**src/hdl/mac_unit_regs.svh**
```systemverilog
// Operation
// RULE1: rounded memory multiply adds the rounding constant to the full product, then takes the upper half
// RULE2: rounded memory multiply writes the product-high register only, arithmetic flags unchanged
// RULE3: rounded memory multiply updates the tag from bit sixteen of the memory word
// RULE4: memory forms carry a second word: direct address or long relative offset
// RULE5: string multiply leaves the source string alone, ignores product-low, writes product-high only
// RULE6: accumulator string length is the string-length register value plus two words
// RULE7: string multiply rounds the upper sixteen result bits
// RULE8: word multiply-add loads product high and low, then adds product-low to accumulator
// RULE9: software respects the multiply-add restrictions when background interrupts run
// RULE10: string multiply-add adds product-low into the accumulator string and writes it back
// RULE11: multiply-add forms set overflow, sign, zero, carry; tag only for memory source
// RULE12: register multiply-add applies pointer pre-increment or pre-decrement before reading operands
`ifndef MAC_UNIT_REGS_SVH
`define MAC_UNIT_REGS_SVH
`define MAC_ROUND_CONST 32'h0000_8000
`define MAC_STR_EXTRA 8'h02
`define MAC_TAG_BIT 16
`define MAC_OP_NONE 3'h0
`define MAC_OP_ROUNDED_MEM_MULTIPLY 3'h1
`define MAC_OP_STRING_MULTIPLY 3'h2
`define MAC_OP_MAPL 3'h3
`define MAC_OP_MAPLS 3'h4
`endif

```
**src/hdl/mac_pkg.sv**
```systemverilog
package mac_pkg;
    typedef enum logic [2:0] {
        MAC_IDLE = 3'b000,
        MAC_EXT = 3'b001,
        MAC_READ = 3'b010,
        MAC_WORD = 3'b011,
        MAC_DONE = 3'b100
    } mac_state_t;
    typedef enum logic [1:0] {
        MAC_PTR_NONE = 2'b00,
        MAC_PTR_INC = 2'b01,
        MAC_PTR_DEC = 2'b10
    } mac_ptr_mod_t;
endpackage

```
**src/hdl/mac_mult.sv**
```systemverilog
`timescale 1ns/1ps
`include "mac_unit_regs.svh"
// signed 16x16 multiplier with optional rounding of the upper half
module mac_mult #(
    parameter int W = 16
) (
    input wire logic [W-1:0] a,
    input wire logic [W-1:0] b,
    input wire logic round_en,
    output logic [2*W-1:0] prod
);
    logic [2*W-1:0] raw;
    always_comb begin
        raw = (2*W)'($signed(a) * $signed(b));
        prod = round_en ? raw + `MAC_ROUND_CONST : raw;
    end
endmodule

```
**src/hdl/mac_unit.sv**
```systemverilog
// Decided for this implementation: the placing of the registers and the address-and-strobe port.
`timescale 1ns/1ps
`include "mac_unit_regs.svh"
module mac_unit #(
    parameter int W = 16,
    parameter int AW = 8
) (
    input wire logic CLK,
    input wire logic ARST_N,
    input wire logic START,
    input wire logic [2:0] OPCODE,
    input wire logic MEM_SRC,
    input wire logic [1:0] PTR_MOD,
    input wire logic [W-1:0] EXT_WORD,
    input wire logic EXT_REL,
    input wire logic [W-1:0] REL_BASE,
    input wire logic [W-1:0] MULTIPLIER_OPERAND_REG,
    input wire logic [7:0] STRING_LENGTH_REG,
    input wire logic [AW-1:0] ACCUMULATOR_POINTER,
    input wire logic [W:0] MEM_RDATA,
    input wire logic [W-1:0] ACC_RDATA,
    output logic BUSY,
    output logic DONE,
    output logic [W-1:0] MEM_ADDR,
    output logic MEM_RD,
    output logic [AW-1:0] ACC_ADDR,
    output logic ACC_WE,
    output logic [W-1:0] ACC_WDATA,
    output logic [W-1:0] PRODUCT_HIGH_REG,
    output logic [W-1:0] PRODUCT_LOW_REG,
    output logic [AW-1:0] PTR_OUT,
    output logic OVERFLOW_FLAG,
    output logic SIGN_FLAG,
    output logic ZERO_FLAG,
    output logic CARRY_FLAG,
    output logic TAG_FLAG
);
    if (W != 16) begin : g_chk_w
        $error("mac_unit supports W=16 only");
    end
    if (AW < 2) begin : g_chk_aw
        $error("mac_unit AW too small");
    end
    ////////////////////////////////////////////////////////////////
    mac_pkg::mac_state_t st_r, st_nxt;
    logic [2:0] op_r, op_nxt;
    logic mem_r, mem_nxt;
    logic [AW-1:0] aptr_r, aptr_nxt;
    logic [8:0] cnt_r, cnt_nxt;
    logic carry_r, carry_nxt;
    logic zacc_r, zacc_nxt;
    logic [W-1:0] ph_r, ph_nxt, pl_r, pl_nxt, wd_r, wd_nxt, ma_r, ma_nxt;
    logic busy_r, busy_nxt, done_r, done_nxt, mrd_r, mrd_nxt, we_r, we_nxt;
    logic of_r, of_nxt, sf_r, sf_nxt, zf_r, zf_nxt, cf_r, cf_nxt, tf_r, tf_nxt;
    logic [W-1:0] operand;
    logic round_en;
    logic [2*W-1:0] prod;
    logic [W:0] sum;
    logic first_r, first_nxt;
    logic [AW-1:0] acc_addr_r, acc_addr_nxt;
    logic [W-1:0] addend;

    function automatic logic is_add(input logic [2:0] op);
        return op == `MAC_OP_MAPL || op == `MAC_OP_MAPLS;
    endfunction

    ////////////////////////////////////////////////////////////////
    // product path
    assign operand = mem_r ? MEM_RDATA[W-1:0] : ACC_RDATA;
    assign round_en = (op_r == `MAC_OP_ROUNDED_MEM_MULTIPLY) || (op_r == `MAC_OP_STRING_MULTIPLY); // [RULE1] [RULE7]
    // product-low enters the lowest word only, upper words take the carry
    assign addend = first_r ? pl_r : '0;

    mac_mult #(.W(W)) u_mult (
        .a(MULTIPLIER_OPERAND_REG),
        .b(operand),
        .round_en(round_en),
        .prod(prod)
    );

    ////////////////////////////////////////////////////////////////
    always_comb begin
        st_nxt = st_r;
        op_nxt = op_r;
        mem_nxt = mem_r;
        aptr_nxt = aptr_r;
        cnt_nxt = cnt_r;
        carry_nxt = carry_r;
        zacc_nxt = zacc_r;
        ph_nxt = ph_r;
        pl_nxt = pl_r;
        wd_nxt = wd_r;
        ma_nxt = ma_r;
        busy_nxt = busy_r;
        done_nxt = 1'b0;
        mrd_nxt = 1'b0;
        we_nxt = 1'b0;
        of_nxt = of_r;
        sf_nxt = sf_r;
        zf_nxt = zf_r;
        cf_nxt = cf_r;
        tf_nxt = tf_r;
        first_nxt = first_r;
        sum = {1'b0, ACC_RDATA} + {1'b0, addend} + {{W{1'b0}}, carry_r};
        unique case (st_r)
            mac_pkg::MAC_IDLE: begin
                if (START && OPCODE != `MAC_OP_NONE) begin
                    op_nxt = OPCODE;
                    first_nxt = 1'b1;
                    busy_nxt = 1'b1;
                    carry_nxt = 1'b0;
                    zacc_nxt = 1'b1;
                    aptr_nxt = ACCUMULATOR_POINTER;
                    // string multiply always takes its operand from the accumulator
                    mem_nxt = (MEM_SRC && OPCODE != `MAC_OP_STRING_MULTIPLY) || (OPCODE == `MAC_OP_ROUNDED_MEM_MULTIPLY); // [RULE5]
                    if (!MEM_SRC && OPCODE == `MAC_OP_MAPL) begin
                        if (PTR_MOD == mac_pkg::MAC_PTR_INC) aptr_nxt = ACCUMULATOR_POINTER + AW'(1); // [RULE12]
                        else if (PTR_MOD == mac_pkg::MAC_PTR_DEC) aptr_nxt = ACCUMULATOR_POINTER - AW'(1); // [RULE12]
                    end
                    // word count of the string is length plus two
                    cnt_nxt = (OPCODE == `MAC_OP_STRING_MULTIPLY || OPCODE == `MAC_OP_MAPLS) ?
                        {1'b0, STRING_LENGTH_REG} + {1'b0, `MAC_STR_EXTRA} - 9'h001 : 9'h000; // [RULE6]
                    if ((MEM_SRC && OPCODE != `MAC_OP_STRING_MULTIPLY) || OPCODE == `MAC_OP_ROUNDED_MEM_MULTIPLY) begin
                        st_nxt = mac_pkg::MAC_EXT;
                    end else begin
                        st_nxt = mac_pkg::MAC_READ;
                    end
                end
            end
            mac_pkg::MAC_EXT: begin
                ma_nxt = EXT_REL ? EXT_WORD + REL_BASE : EXT_WORD; // [RULE4]
                mrd_nxt = 1'b1;
                st_nxt = mac_pkg::MAC_READ;
            end
            mac_pkg::MAC_READ: begin
                // operand presented this cycle; the multiply runs on the word
                st_nxt = mac_pkg::MAC_WORD;
                if (op_r == `MAC_OP_ROUNDED_MEM_MULTIPLY || op_r == `MAC_OP_STRING_MULTIPLY) begin
                    ph_nxt = prod[2*W-1:W]; // [RULE2] [RULE5] [RULE7]
                    if (mem_r) tf_nxt = MEM_RDATA[`MAC_TAG_BIT]; // [RULE3]
                    st_nxt = mac_pkg::MAC_DONE;
                end else if (is_add(op_r)) begin
                    ph_nxt = prod[2*W-1:W]; // [RULE8]
                    pl_nxt = prod[W-1:0]; // [RULE8]
                    if (mem_r) tf_nxt = MEM_RDATA[`MAC_TAG_BIT]; // [RULE11]
                end
            end
            mac_pkg::MAC_WORD: begin
                // shared accumulator port: wait out the write-back of the previous word
                if (!we_r) begin
                    wd_nxt = sum[W-1:0]; // [RULE8] [RULE10]
                    we_nxt = 1'b1; // [RULE10]
                    first_nxt = 1'b0;
                    carry_nxt = sum[W];
                    zacc_nxt = zacc_r && (sum[W-1:0] == '0);
                    if (cnt_r == 9'h000) begin
                        cf_nxt = sum[W]; // [RULE11]
                        sf_nxt = sum[W-1]; // [RULE11]
                        zf_nxt = zacc_r && (sum[W-1:0] == '0); // [RULE11]
                        of_nxt = (ACC_RDATA[W-1] == addend[W-1]) && (sum[W-1] != ACC_RDATA[W-1]); // [RULE11]
                        st_nxt = mac_pkg::MAC_DONE;
                    end else begin
                        cnt_nxt = cnt_r - 9'h001;
                        aptr_nxt = aptr_r + AW'(1);
                    end
                end
            end
            mac_pkg::MAC_DONE: begin
                busy_nxt = 1'b0;
                done_nxt = 1'b1;
                st_nxt = mac_pkg::MAC_IDLE;
            end
            default: st_nxt = mac_pkg::MAC_IDLE;
        endcase
        // write cycle points at the word just summed, otherwise at the next read
        acc_addr_nxt = we_nxt ? aptr_r : aptr_nxt;
    end

    always_ff @(posedge CLK or negedge ARST_N) begin
        if (!ARST_N) begin
            st_r <= mac_pkg::MAC_IDLE;
            op_r <= 3'h0;
            mem_r <= 1'b0;
            aptr_r <= '0;
            cnt_r <= 9'h000;
            carry_r <= 1'b0;
            zacc_r <= 1'b1;
            ph_r <= 16'h0000;
            pl_r <= 16'h0000;
            wd_r <= 16'h0000;
            ma_r <= 16'h0000;
            busy_r <= 1'b0;
            done_r <= 1'b0;
            mrd_r <= 1'b0;
            we_r <= 1'b0;
            of_r <= 1'b0;
            sf_r <= 1'b0;
            zf_r <= 1'b0;
            cf_r <= 1'b0;
            tf_r <= 1'b0;
            first_r <= 1'b0;
            acc_addr_r <= '0;
        end else begin
            st_r <= st_nxt;
            op_r <= op_nxt;
            mem_r <= mem_nxt;
            aptr_r <= aptr_nxt;
            cnt_r <= cnt_nxt;
            carry_r <= carry_nxt;
            zacc_r <= zacc_nxt;
            ph_r <= ph_nxt;
            pl_r <= pl_nxt;
            wd_r <= wd_nxt;
            ma_r <= ma_nxt;
            busy_r <= busy_nxt;
            done_r <= done_nxt;
            mrd_r <= mrd_nxt;
            we_r <= we_nxt;
            of_r <= of_nxt;
            sf_r <= sf_nxt;
            zf_r <= zf_nxt;
            cf_r <= cf_nxt;
            tf_r <= tf_nxt;
            first_r <= first_nxt;
            acc_addr_r <= acc_addr_nxt;
        end
    end

    ////////////////////////////////////////////////////////////////
    assign BUSY = busy_r;
    assign DONE = done_r;
    assign MEM_ADDR = ma_r;
    assign MEM_RD = mrd_r;
    assign ACC_ADDR = acc_addr_r;
    assign ACC_WE = we_r;
    assign ACC_WDATA = wd_r;
    assign PRODUCT_HIGH_REG = ph_r;
    assign PRODUCT_LOW_REG = pl_r;
    assign PTR_OUT = aptr_r;
    assign OVERFLOW_FLAG = of_r;
    assign SIGN_FLAG = sf_r;
    assign ZERO_FLAG = zf_r;
    assign CARRY_FLAG = cf_r;
    assign TAG_FLAG = tf_r;

    ////////////////////////////////////////////////////////////////
    rounded_mem_multiply_flags_a: assert property (@(posedge CLK) disable iff (!ARST_N) // [RULE2]
        (st_r == mac_pkg::MAC_READ && op_r == `MAC_OP_ROUNDED_MEM_MULTIPLY) |=> $stable(cf_r) && $stable(of_r) && $stable(pl_r))
        else $error("rounded multiply changed flags or low product");
    rounded_mem_multiply_tag_a: assert property (@(posedge CLK) disable iff (!ARST_N) // [RULE3]
        (st_r == mac_pkg::MAC_READ && op_r == `MAC_OP_ROUNDED_MEM_MULTIPLY) |=> tf_r == $past(MEM_RDATA[16]))
        else $error("tag not taken from memory word");
    rounded_mem_multiply_round_a: assert property (@(posedge CLK) disable iff (!ARST_N) // [RULE1]
        (st_r == mac_pkg::MAC_READ && op_r == `MAC_OP_ROUNDED_MEM_MULTIPLY) |=>
        ph_r == 16'((32'($signed(MULTIPLIER_OPERAND_REG) * $signed($past(MEM_RDATA[15:0]))) + 32'h8000) >> 16))
        else $error("rounded product wrong");
    string_multiply_nowrite_a: assert property (@(posedge CLK) disable iff (!ARST_N) // [RULE5]
        (st_r == mac_pkg::MAC_READ && op_r == `MAC_OP_STRING_MULTIPLY) |=> !we_r ##1 !we_r)
        else $error("string multiply wrote accumulator");
    mapl_write_a: assert property (@(posedge CLK) disable iff (!ARST_N) // [RULE8]
        (st_r == mac_pkg::MAC_WORD && op_r == `MAC_OP_MAPL && !we_r) |=> we_r && wd_r == $past(sum[15:0]))
        else $error("multiply-add result missing");
    mapl_done_a: assert property (@(posedge CLK) disable iff (!ARST_N) // [RULE10]
        (st_r == mac_pkg::MAC_WORD && cnt_r == 9'h000 && !we_r) |=> ##1 done_r)
        else $error("multiply-add did not finish");
    mapl_carry_a: assert property (@(posedge CLK) disable iff (!ARST_N) // [RULE11]
        (st_r == mac_pkg::MAC_WORD && cnt_r == 9'h000 && !we_r) |=> cf_r == $past(sum[16]))
        else $error("carry flag wrong");
    ext_addr_a: assert property (@(posedge CLK) disable iff (!ARST_N) // [RULE4]
        (st_r == mac_pkg::MAC_EXT) |=> mrd_r && ma_r == $past(EXT_REL ? EXT_WORD + REL_BASE : EXT_WORD))
        else $error("operand address wrong");
endmodule

```
**config.mk**
```make
export PLATFORM = sky130hd
export DESIGN_NAME = mac_unit
export DESIGN_NICKNAME = d
export VERILOG_FILES = /design/src/hdl/mac_pkg.sv /design/src/hdl/mac_mult.sv /design/src/hdl/mac_unit.sv
export VERILOG_INCLUDE_DIRS = /design/src /design/src/hdl
export SDC_FILE = /design/constraint.sdc
export NUM_CORES = 1
export LEC_CHECK = 0
export BUFFER_PORTS_ARGS = -buffer_cell sky130_fd_sc_hd__buf_2
export CAP_MARGIN = 20
export CORE_ASPECT_RATIO = 0.9
export CORE_MARGIN = 8
export CORE_UTILIZATION = 30
export CTS_BUF_LIST = sky130_fd_sc_hd__clkbuf_4
export CTS_CLUSTER_SIZE = 24
export DETAILED_ROUTE_END_ITERATION = 8
export GPL_ROUTABILITY_DRIVEN = 0
export MAX_ROUTING_LAYER = met4
export PLACE_DENSITY = 0.44
export SYNTH_ARGS = -nofsm -noshare
export SYNTH_HDL_FRONTEND = slang
export SYNTH_HIERARCHICAL = 1
export SYNTH_SLANG_ARGS = --single-unit
```
**constraint.sdc**
```tcl
create_clock -name CLK -period 22.6 [get_ports CLK]
set_input_delay 1.13 -clock CLK [delete_from_list [all_inputs] [get_ports CLK]]
set_output_delay 1.13 -clock CLK [all_outputs]
set_load 0.02 [all_outputs]
```
==> results.yml, run 1 <==
grt:
  grt_start_max_net_pins: 58
  grt_antenna_before_repair: 1
  grt_pass1_wl_mm: 81.47
  overflow: 0
  gr-usage-all-layers_pct: 16.18
  grt_pass1_vias: 14251
outcome:
  status: "finished, final reports clean"
sta:
  skew_ns: 0.02776
  min_period_ns: 8.223
  final_hold_viol_count: 0
  drv_slew: 0
  relSlewSlack_pct: 33.73
  fmax_mhz: 121.6
  fin_setup_tns_ns: 0
  setup-violations-final: 0
  rsz0062_at_grt: "no"
  tightest_slew_ns: 0.9864
  fin_crit_sh_pct: 36.39
die:
  coreArea_um2: 56810
  dieArea_um2: 65120
  start_util_pct: 30.21
  rows: 83
  die_y_um: 242.9
  num_io_pins: 196
  die_w_um: 268.1
setup_path:
  cp_data_required_time_ns: 23.08
  path_max_fanout: 20
  crit_top_cell: "fa_1"
  path_cells: "mux2_2 > and2_1 > fa_1 > inv_1 > fa_1 > inv_1 > fa_1 > fa_1 > fa_1 > inv_1 > fa_1 > inv_1 > ha_1 > nand4_1 > a211oi_1 > o41ai_2 > a31oi_2 > xor2_1 > nand4_1 > nor2_1 > and4_4 > nor3b_2 > xnor2_1 > mux2_2"
  worstSetupEndpointType: "flop"
  critPathArrivalTime_ns: 8.70
  start_kind: "flop"
  path_class: "reg2reg"
  crit_family: "adder cells"
  cp.buffers_inverters: 4
  cpMaxStageDelayCell: "dfrtp_1"
  max_stage_delay_ns: 0.92
worst_hold_path:
  hold_path_class: "reg2reg"
routing:
  wl_per_cell_um: 18.08
  dr.pass1.iters: 5
  routed_wl_mm: 50.86
  postRouteAntennaNets: 0
  first_iter_violations: 637
  drc: 0
  avgViaCountPerCell: 4.717
  via_count: 13270
yosys:
  syn_inst: 1892
  ys_types: 83
  synth_edf_count: 0
  ys_ff_latch: 108
  async_flop_share_pct: 100.0
  yosysSeqAreaShare_pct: 15.76
  yosysWarnings: 6
  synth_ff_type: "dfrtp_1"
  synth.net_count: 2382
  synth_area_um2: 17160
  syn_avg_cell_area_um2: 9.070
finish:
  multi_input_area_um2: 12900
  fillers: 6014
  nNetsFinal: 2532
  drive_gt1_share_pct: 14.90
  syn_to_final_growth_pct: 11.08
  seqCellArea_um2: 2704
place:
  hpwl_mm: 41.93
  io_buffers: 195
clock_network:
  cts_tree: "done"
  h-tree-depth: 3
  cts_root_buf: "clkbuf_4"
  clock-sinks: 108
  cts_buffers: 9
  clock_latency_ns: 0.54
  cts.path.max_buffers: 2
  postCtsSetupBuffers: 0
  cts_hold_buf: 0
  clk_pin_slew_ns: 0.21
  cts_resized: 0
job:
  cap_violations: 0
[logic make-up after synthesis]
logic type,share of synthesized area (%)
and+or+nand+nor,16.56
buffers and inverters,9.056
adders and majority gates,39.52
AOI/OAI and AO/OA,10.29
DFF,15.76
xor gates and xnor gates,4.448
muxes,4.375
[sequential cells by signal (all words and copies together), names as in the netlist, 3 cells and up]
signal / count
cnt_r: 9
ACC_WDATA: 16
MEM_ADDR: 16
PRODUCT_HIGH_REG: 16
PTR_OUT: 8
PRODUCT_LOW_REG: 16
ACC_ADDR: 8
st_r: 3
op_r: 3
[cell usage after synthesis, drive strengths merged, types with 3 or more instances]
library cell / number / area, um^2
o21ai: 90 / 461.7
o22ai: 4 / 25.02
a221o: 3 / 30.03
ha: 118 / 1476
a21oi: 64 / 335.3
nor4: 3 / 31.28
a2111oi: 3 / 63.81
or3: 8 / 50.05
nand3: 21 / 105.1
nor2: 73 / 274.0
mux2i: 12 / 120.1
o31ai: 10 / 88.83
mux2: 56 / 630.6
xnor2: 60 / 544.3
and3: 8 / 50.05
nand4b: 3 / 26.28
o21a: 6 / 45.04
and3b: 3 / 30.03
fa: 265 / 5305
nor3b: 9 / 82.58
and4: 3 / 31.28
dfrtp: 107 / 2678
o21bai: 5 / 37.54
nand3b: 3 / 22.52
buf: 5 / 30.02
a31o: 3 / 26.28
o211ai: 7 / 52.55
nor2b: 13 / 81.33
a31oi: 13 / 87.58
xor2: 25 / 219.0
inv: 350 / 1314
o2111ai: 3 / 26.28
nand4: 13 / 81.33
nand2: 238 / 893.4
a211o: 5 / 43.79
nand2b: 17 / 106.4
clkbuf: 56 / 210.2
nor3: 13 / 70.07
and2: 135 / 844.6
a211oi: 12 / 100.1
a21o: 14 / 105.1
[path summary, 6_finish.rpt]
check                           cells after the start                     from  slack, ns                               end
worst max-delay path                               24        mem_r$_DFFE_PN0P_      14.38  PRODUCT_HIGH_REG[14]$_DFFE_PN0P_
max in group asynchronous                           2                   ARST_N      20.68         ACC_WDATA[15]$_DFFE_PN0P_
worst min-delay path                                2  MEM_ADDR[7]$_DFFE_PN0P_       0.50           MEM_ADDR[7]$_DFFE_PN0P_
worst max register to register                     24        mem_r$_DFFE_PN0P_      14.38  PRODUCT_HIGH_REG[14]$_DFFE_PN0P_
worst min register to register                      2  MEM_ADDR[7]$_DFFE_PN0P_       0.50           MEM_ADDR[7]$_DFFE_PN0P_
min in group asynchronous                           1                   ARST_N       0.66          ACC_WDATA[1]$_DFFE_PN0P_
[worst reg2reg max path: cells and delay by family, from the launching register on]
kind            cells  cell delay, ns
flops               1            0.92
simple gates        6            1.39
mux                 2            0.90
compound gates      3            0.74
xor+xnor            2            0.35
buf+inv             4            0.22
fa+ha+maj           7            3.63
[through the flow]
| step | cell area [um^2] | std cells | worst slack, ns | hold WS (ns) | utilization [%] |
|---|---|---|---|---|---|
| 2_1_floorplan | 17160 | 1892 | 14.81 | 0.4688 | - |
| 3_3_place_gp | 18890 | 2795 | 14.21 | 0.4620 | 33.25 |
| 3_5_place_dp | 18890 | 2795 | 14.15 | 0.4689 | 33.25 |
| 4_1_cts | 19040 | 2811 | 14.38 | 0.5096 | 33.52 |
| 5_1_grt | 19060 | 2813 | 13.95 | 0.5314 | 33.55 |
| 6_report | 19060 | 2813 | 14.38 | 0.5039 | 33.55 |
[per-layer routing]
metal	wire length (um)	track usage, %	vias to the layer above
li1	-	-	6306
met1	23740	21.44	6633
met2	24560	26.90	291
met3	1869	1.698	40
met4	685	2.895	0
met5	0	-	-
[placed cells by master, fill, tap and decap left out, types with 13 or more instances in the layout]
master / n
inv_1: 350
fa_1: 265
nand2_1: 238
buf_2: 194
and2_1: 134
ha_1: 118
dfrtp_1: 107
o21ai_0: 80
nor2_1: 73
a21oi_1: 60
xnor2_1: 59
mux2_2: 56
xor2_1: 25
nand3_1: 21
nand2b_1: 17
a21o_1: 14
nor2b_1: 13
nand4_1: 13
[final cells by class]
| type | count | area share, % |
|---|---|---|
| Clock inverter | 7 | 0.4726 |
| Antenna cell | 1 | 0.01313 |
| Timing Repair Buffer | 200 | 5.370 |
| Multi-Input combinational cell | 1373 | 67.69 |
| Clock buffer | 9 | 0.3545 |
| Sequential cell | 108 | 14.19 |
| Inverter | 350 | 6.892 |
| Tap cell | 765 | 5.022 |
Power of run 1 is not shown: default switching activity piles up to over one toggle a cycle in this logic, so the estimate is an artifact.
==> run 2, diff against run 1 <==
==> constraint.sdc (replaced) <==
create_clock -name CLK -period 8 [get_ports CLK]
set_input_delay 0.4 -clock CLK [delete_from_list [all_inputs] [get_ports CLK]]
set_output_delay 0.4 -clock CLK [all_outputs]
set_load 0.02 [all_outputs]
==> results.yml, run 2 (synthesis gave the netlist of run 1 again) <==
clock_network:
  clock-sinks: 108
  h-tree-depth: 3
  clock_latency_ns: 0.55
  cts.path.max_buffers: 2
  postCtsSetupBuffers: 0
  cts_tree: "done"
  cts_buffers: 9
  cts_root_buf: "clkbuf_4"
  clk_pin_slew_ns: 0.18
die:
  die_w_um: 268.1
  dieArea_um2: 65120
  rows: 83
  num_io_pins: 196
  start_util_pct: 30.21
  die_y_um: 242.9
  coreArea_um2: 56810
place:
  pre_cts_ws_ns: 0.3079
  hpwl_mm: 43.03
  io_buffers: 195
grt:
  overflow: 0
  grt.met1_usage_pct: 22.08
  grt_start_max_net_pins: 69
  grt_pass1_vias: 14615
  use_met3_pct: 1.607
  grt_antenna_before_repair: 2
  gr-usage-all-layers_pct: 16.68
  top_usage_layer: "met2"
  grt_use_met2_pct: 27.10
  grt_pass1_wl_mm: 83.63
routing:
  wl_per_cell_um: 18.29
  drc: 0
  avgViaCountPerCell: 4.691
  first_iter_violations: 578
  postRouteAntennaNets: 0
  dr.pass1.iters: 6
  via_count: 13305
  routed_wl_mm: 51.88
outcome:
  status: "finished, final reports clean"
setup_path:
  r2r_setup_slack_ns: 0.50
  cp_data_required_time_ns: 8.45
  path_max_fanout: 16
  start_kind: "flop"
  critPathArrivalTime_ns: 7.96
  r2r_cells: 24
  worstSetupEndpointType: "flop"
  path_class: "reg2reg"
sta:
  min_period_ns: 7.504
  rsz0062_at_grt: "no"
  tightest_slew_ns: 1.038
  fin_crit_sh_pct: 93.80
  setup-violations-final: 0
  skew_ns: 0.03345
  drv_slew: 0
  final_hold_viol_count: 0
  holdWs_ns: 0.1487
  setup_ws_ns: 0.4958
  relSlewSlack_pct: 30.62
  fmax_mhz: 133.3
  fin_setup_tns_ns: 0
finish:
  nNetsFinal: 2553
  multi_input_area_um2: 12910
  seqCellArea_um2: 2705
  syn_to_final_growth_pct: 11.86
  final_cell_mix: "inv_1, fa_1, nand2_1"
  drive_gt1_share_pct: 15.76
  fillers: 5974
  mostFrequentLayoutCell: "inv_1"
  finish.utilization_pct: 33.79
job:
  cap_violations: 0
worst_hold_path:
  holdPathStages: 3
  hold_path_class: "in2reg"
[run 2: cell count changes in the layout (fill, tap and decap cells not counted), moves of 2 or more]
cell           previous run  this run
inv_8                     3         1
clkbuf_4                  9        11
dlygate4sd3_1             0         2
buf_4                     5        25
diode_2                   1         3
[run 2: metal layers]
layer	up-vias	routed length [um]
met3	58	1482
li1	6340	-
met4	0	1271
met1	6709	24440
met5	-	0
met2	198	24690
[run 2: area by class of cell]
cell class | instances | share of cell area [%]
antenna | 3 | 0.03911
clock inverter | 5 | 0.2347
timing repair buffer | 221 | 6.140
tap | 765 | 4.986
clock buffer | 11 | 0.4302
multi-input combinational | 1373 | 67.23
sequential | 108 | 14.09
inverter | 350 | 6.844
[run 2: stage by stage]
stage               instance area, um^2  std cells
floorplan                         17160       1892
global placement                  19040       2815
detailed placement                19040       2815
CTS                               19180       2833
global route                      19190       2835
finish                            19200       2836
[run 2: worst paths after layout]
path                                               start                                to
max in group asynchronous                         ARST_N          MEM_ADDR[11]$_DFFE_PN0P_
min in group asynchronous                         ARST_N          ACC_WDATA[4]$_DFFE_PN0P_
worst min-delay path                           OPCODE[2]               op_r[2]$_DFFE_PN0P_
worst max-delay path                   mem_r$_DFFE_PN0P_  PRODUCT_HIGH_REG[14]$_DFFE_PN0P_
worst max register to register         mem_r$_DFFE_PN0P_  PRODUCT_HIGH_REG[14]$_DFFE_PN0P_
worst min register to register  ACC_WDATA[1]$_DFFE_PN0P_          ACC_WDATA[1]$_DFFE_PN0P_
[run 2: worst max-delay path, stage by stage, from the launching register on]
cell     delay, ns
dfrtp_2       0.50
buf_4         0.20
mux2_2        0.55
nand2_1       0.16
fa_1          0.55
inv_1         0.05
fa_1          0.54
fa_1          0.44
fa_1          0.52
fa_1          0.55
inv_1         0.05
fa_1          0.53
inv_1         0.04
ha_1          0.41
a21oi_2       0.27
o21ai_0       0.11
a31oi_1       0.30
a31oi_2       0.19
xor2_1        0.25
nand4_1       0.18
nor2_1        0.24
and4_4        0.28
nor3b_2       0.18
xnor2_1       0.08
mux2_2        0.26
[run 2: timing repair]
action,CTS,global route
hold buffers,2,0
gates resized for setup,0,2
endpoints found under the setup margin,0,8
endpoints found under the hold margin,67,0
Power of run 2 is left out for the same reason.
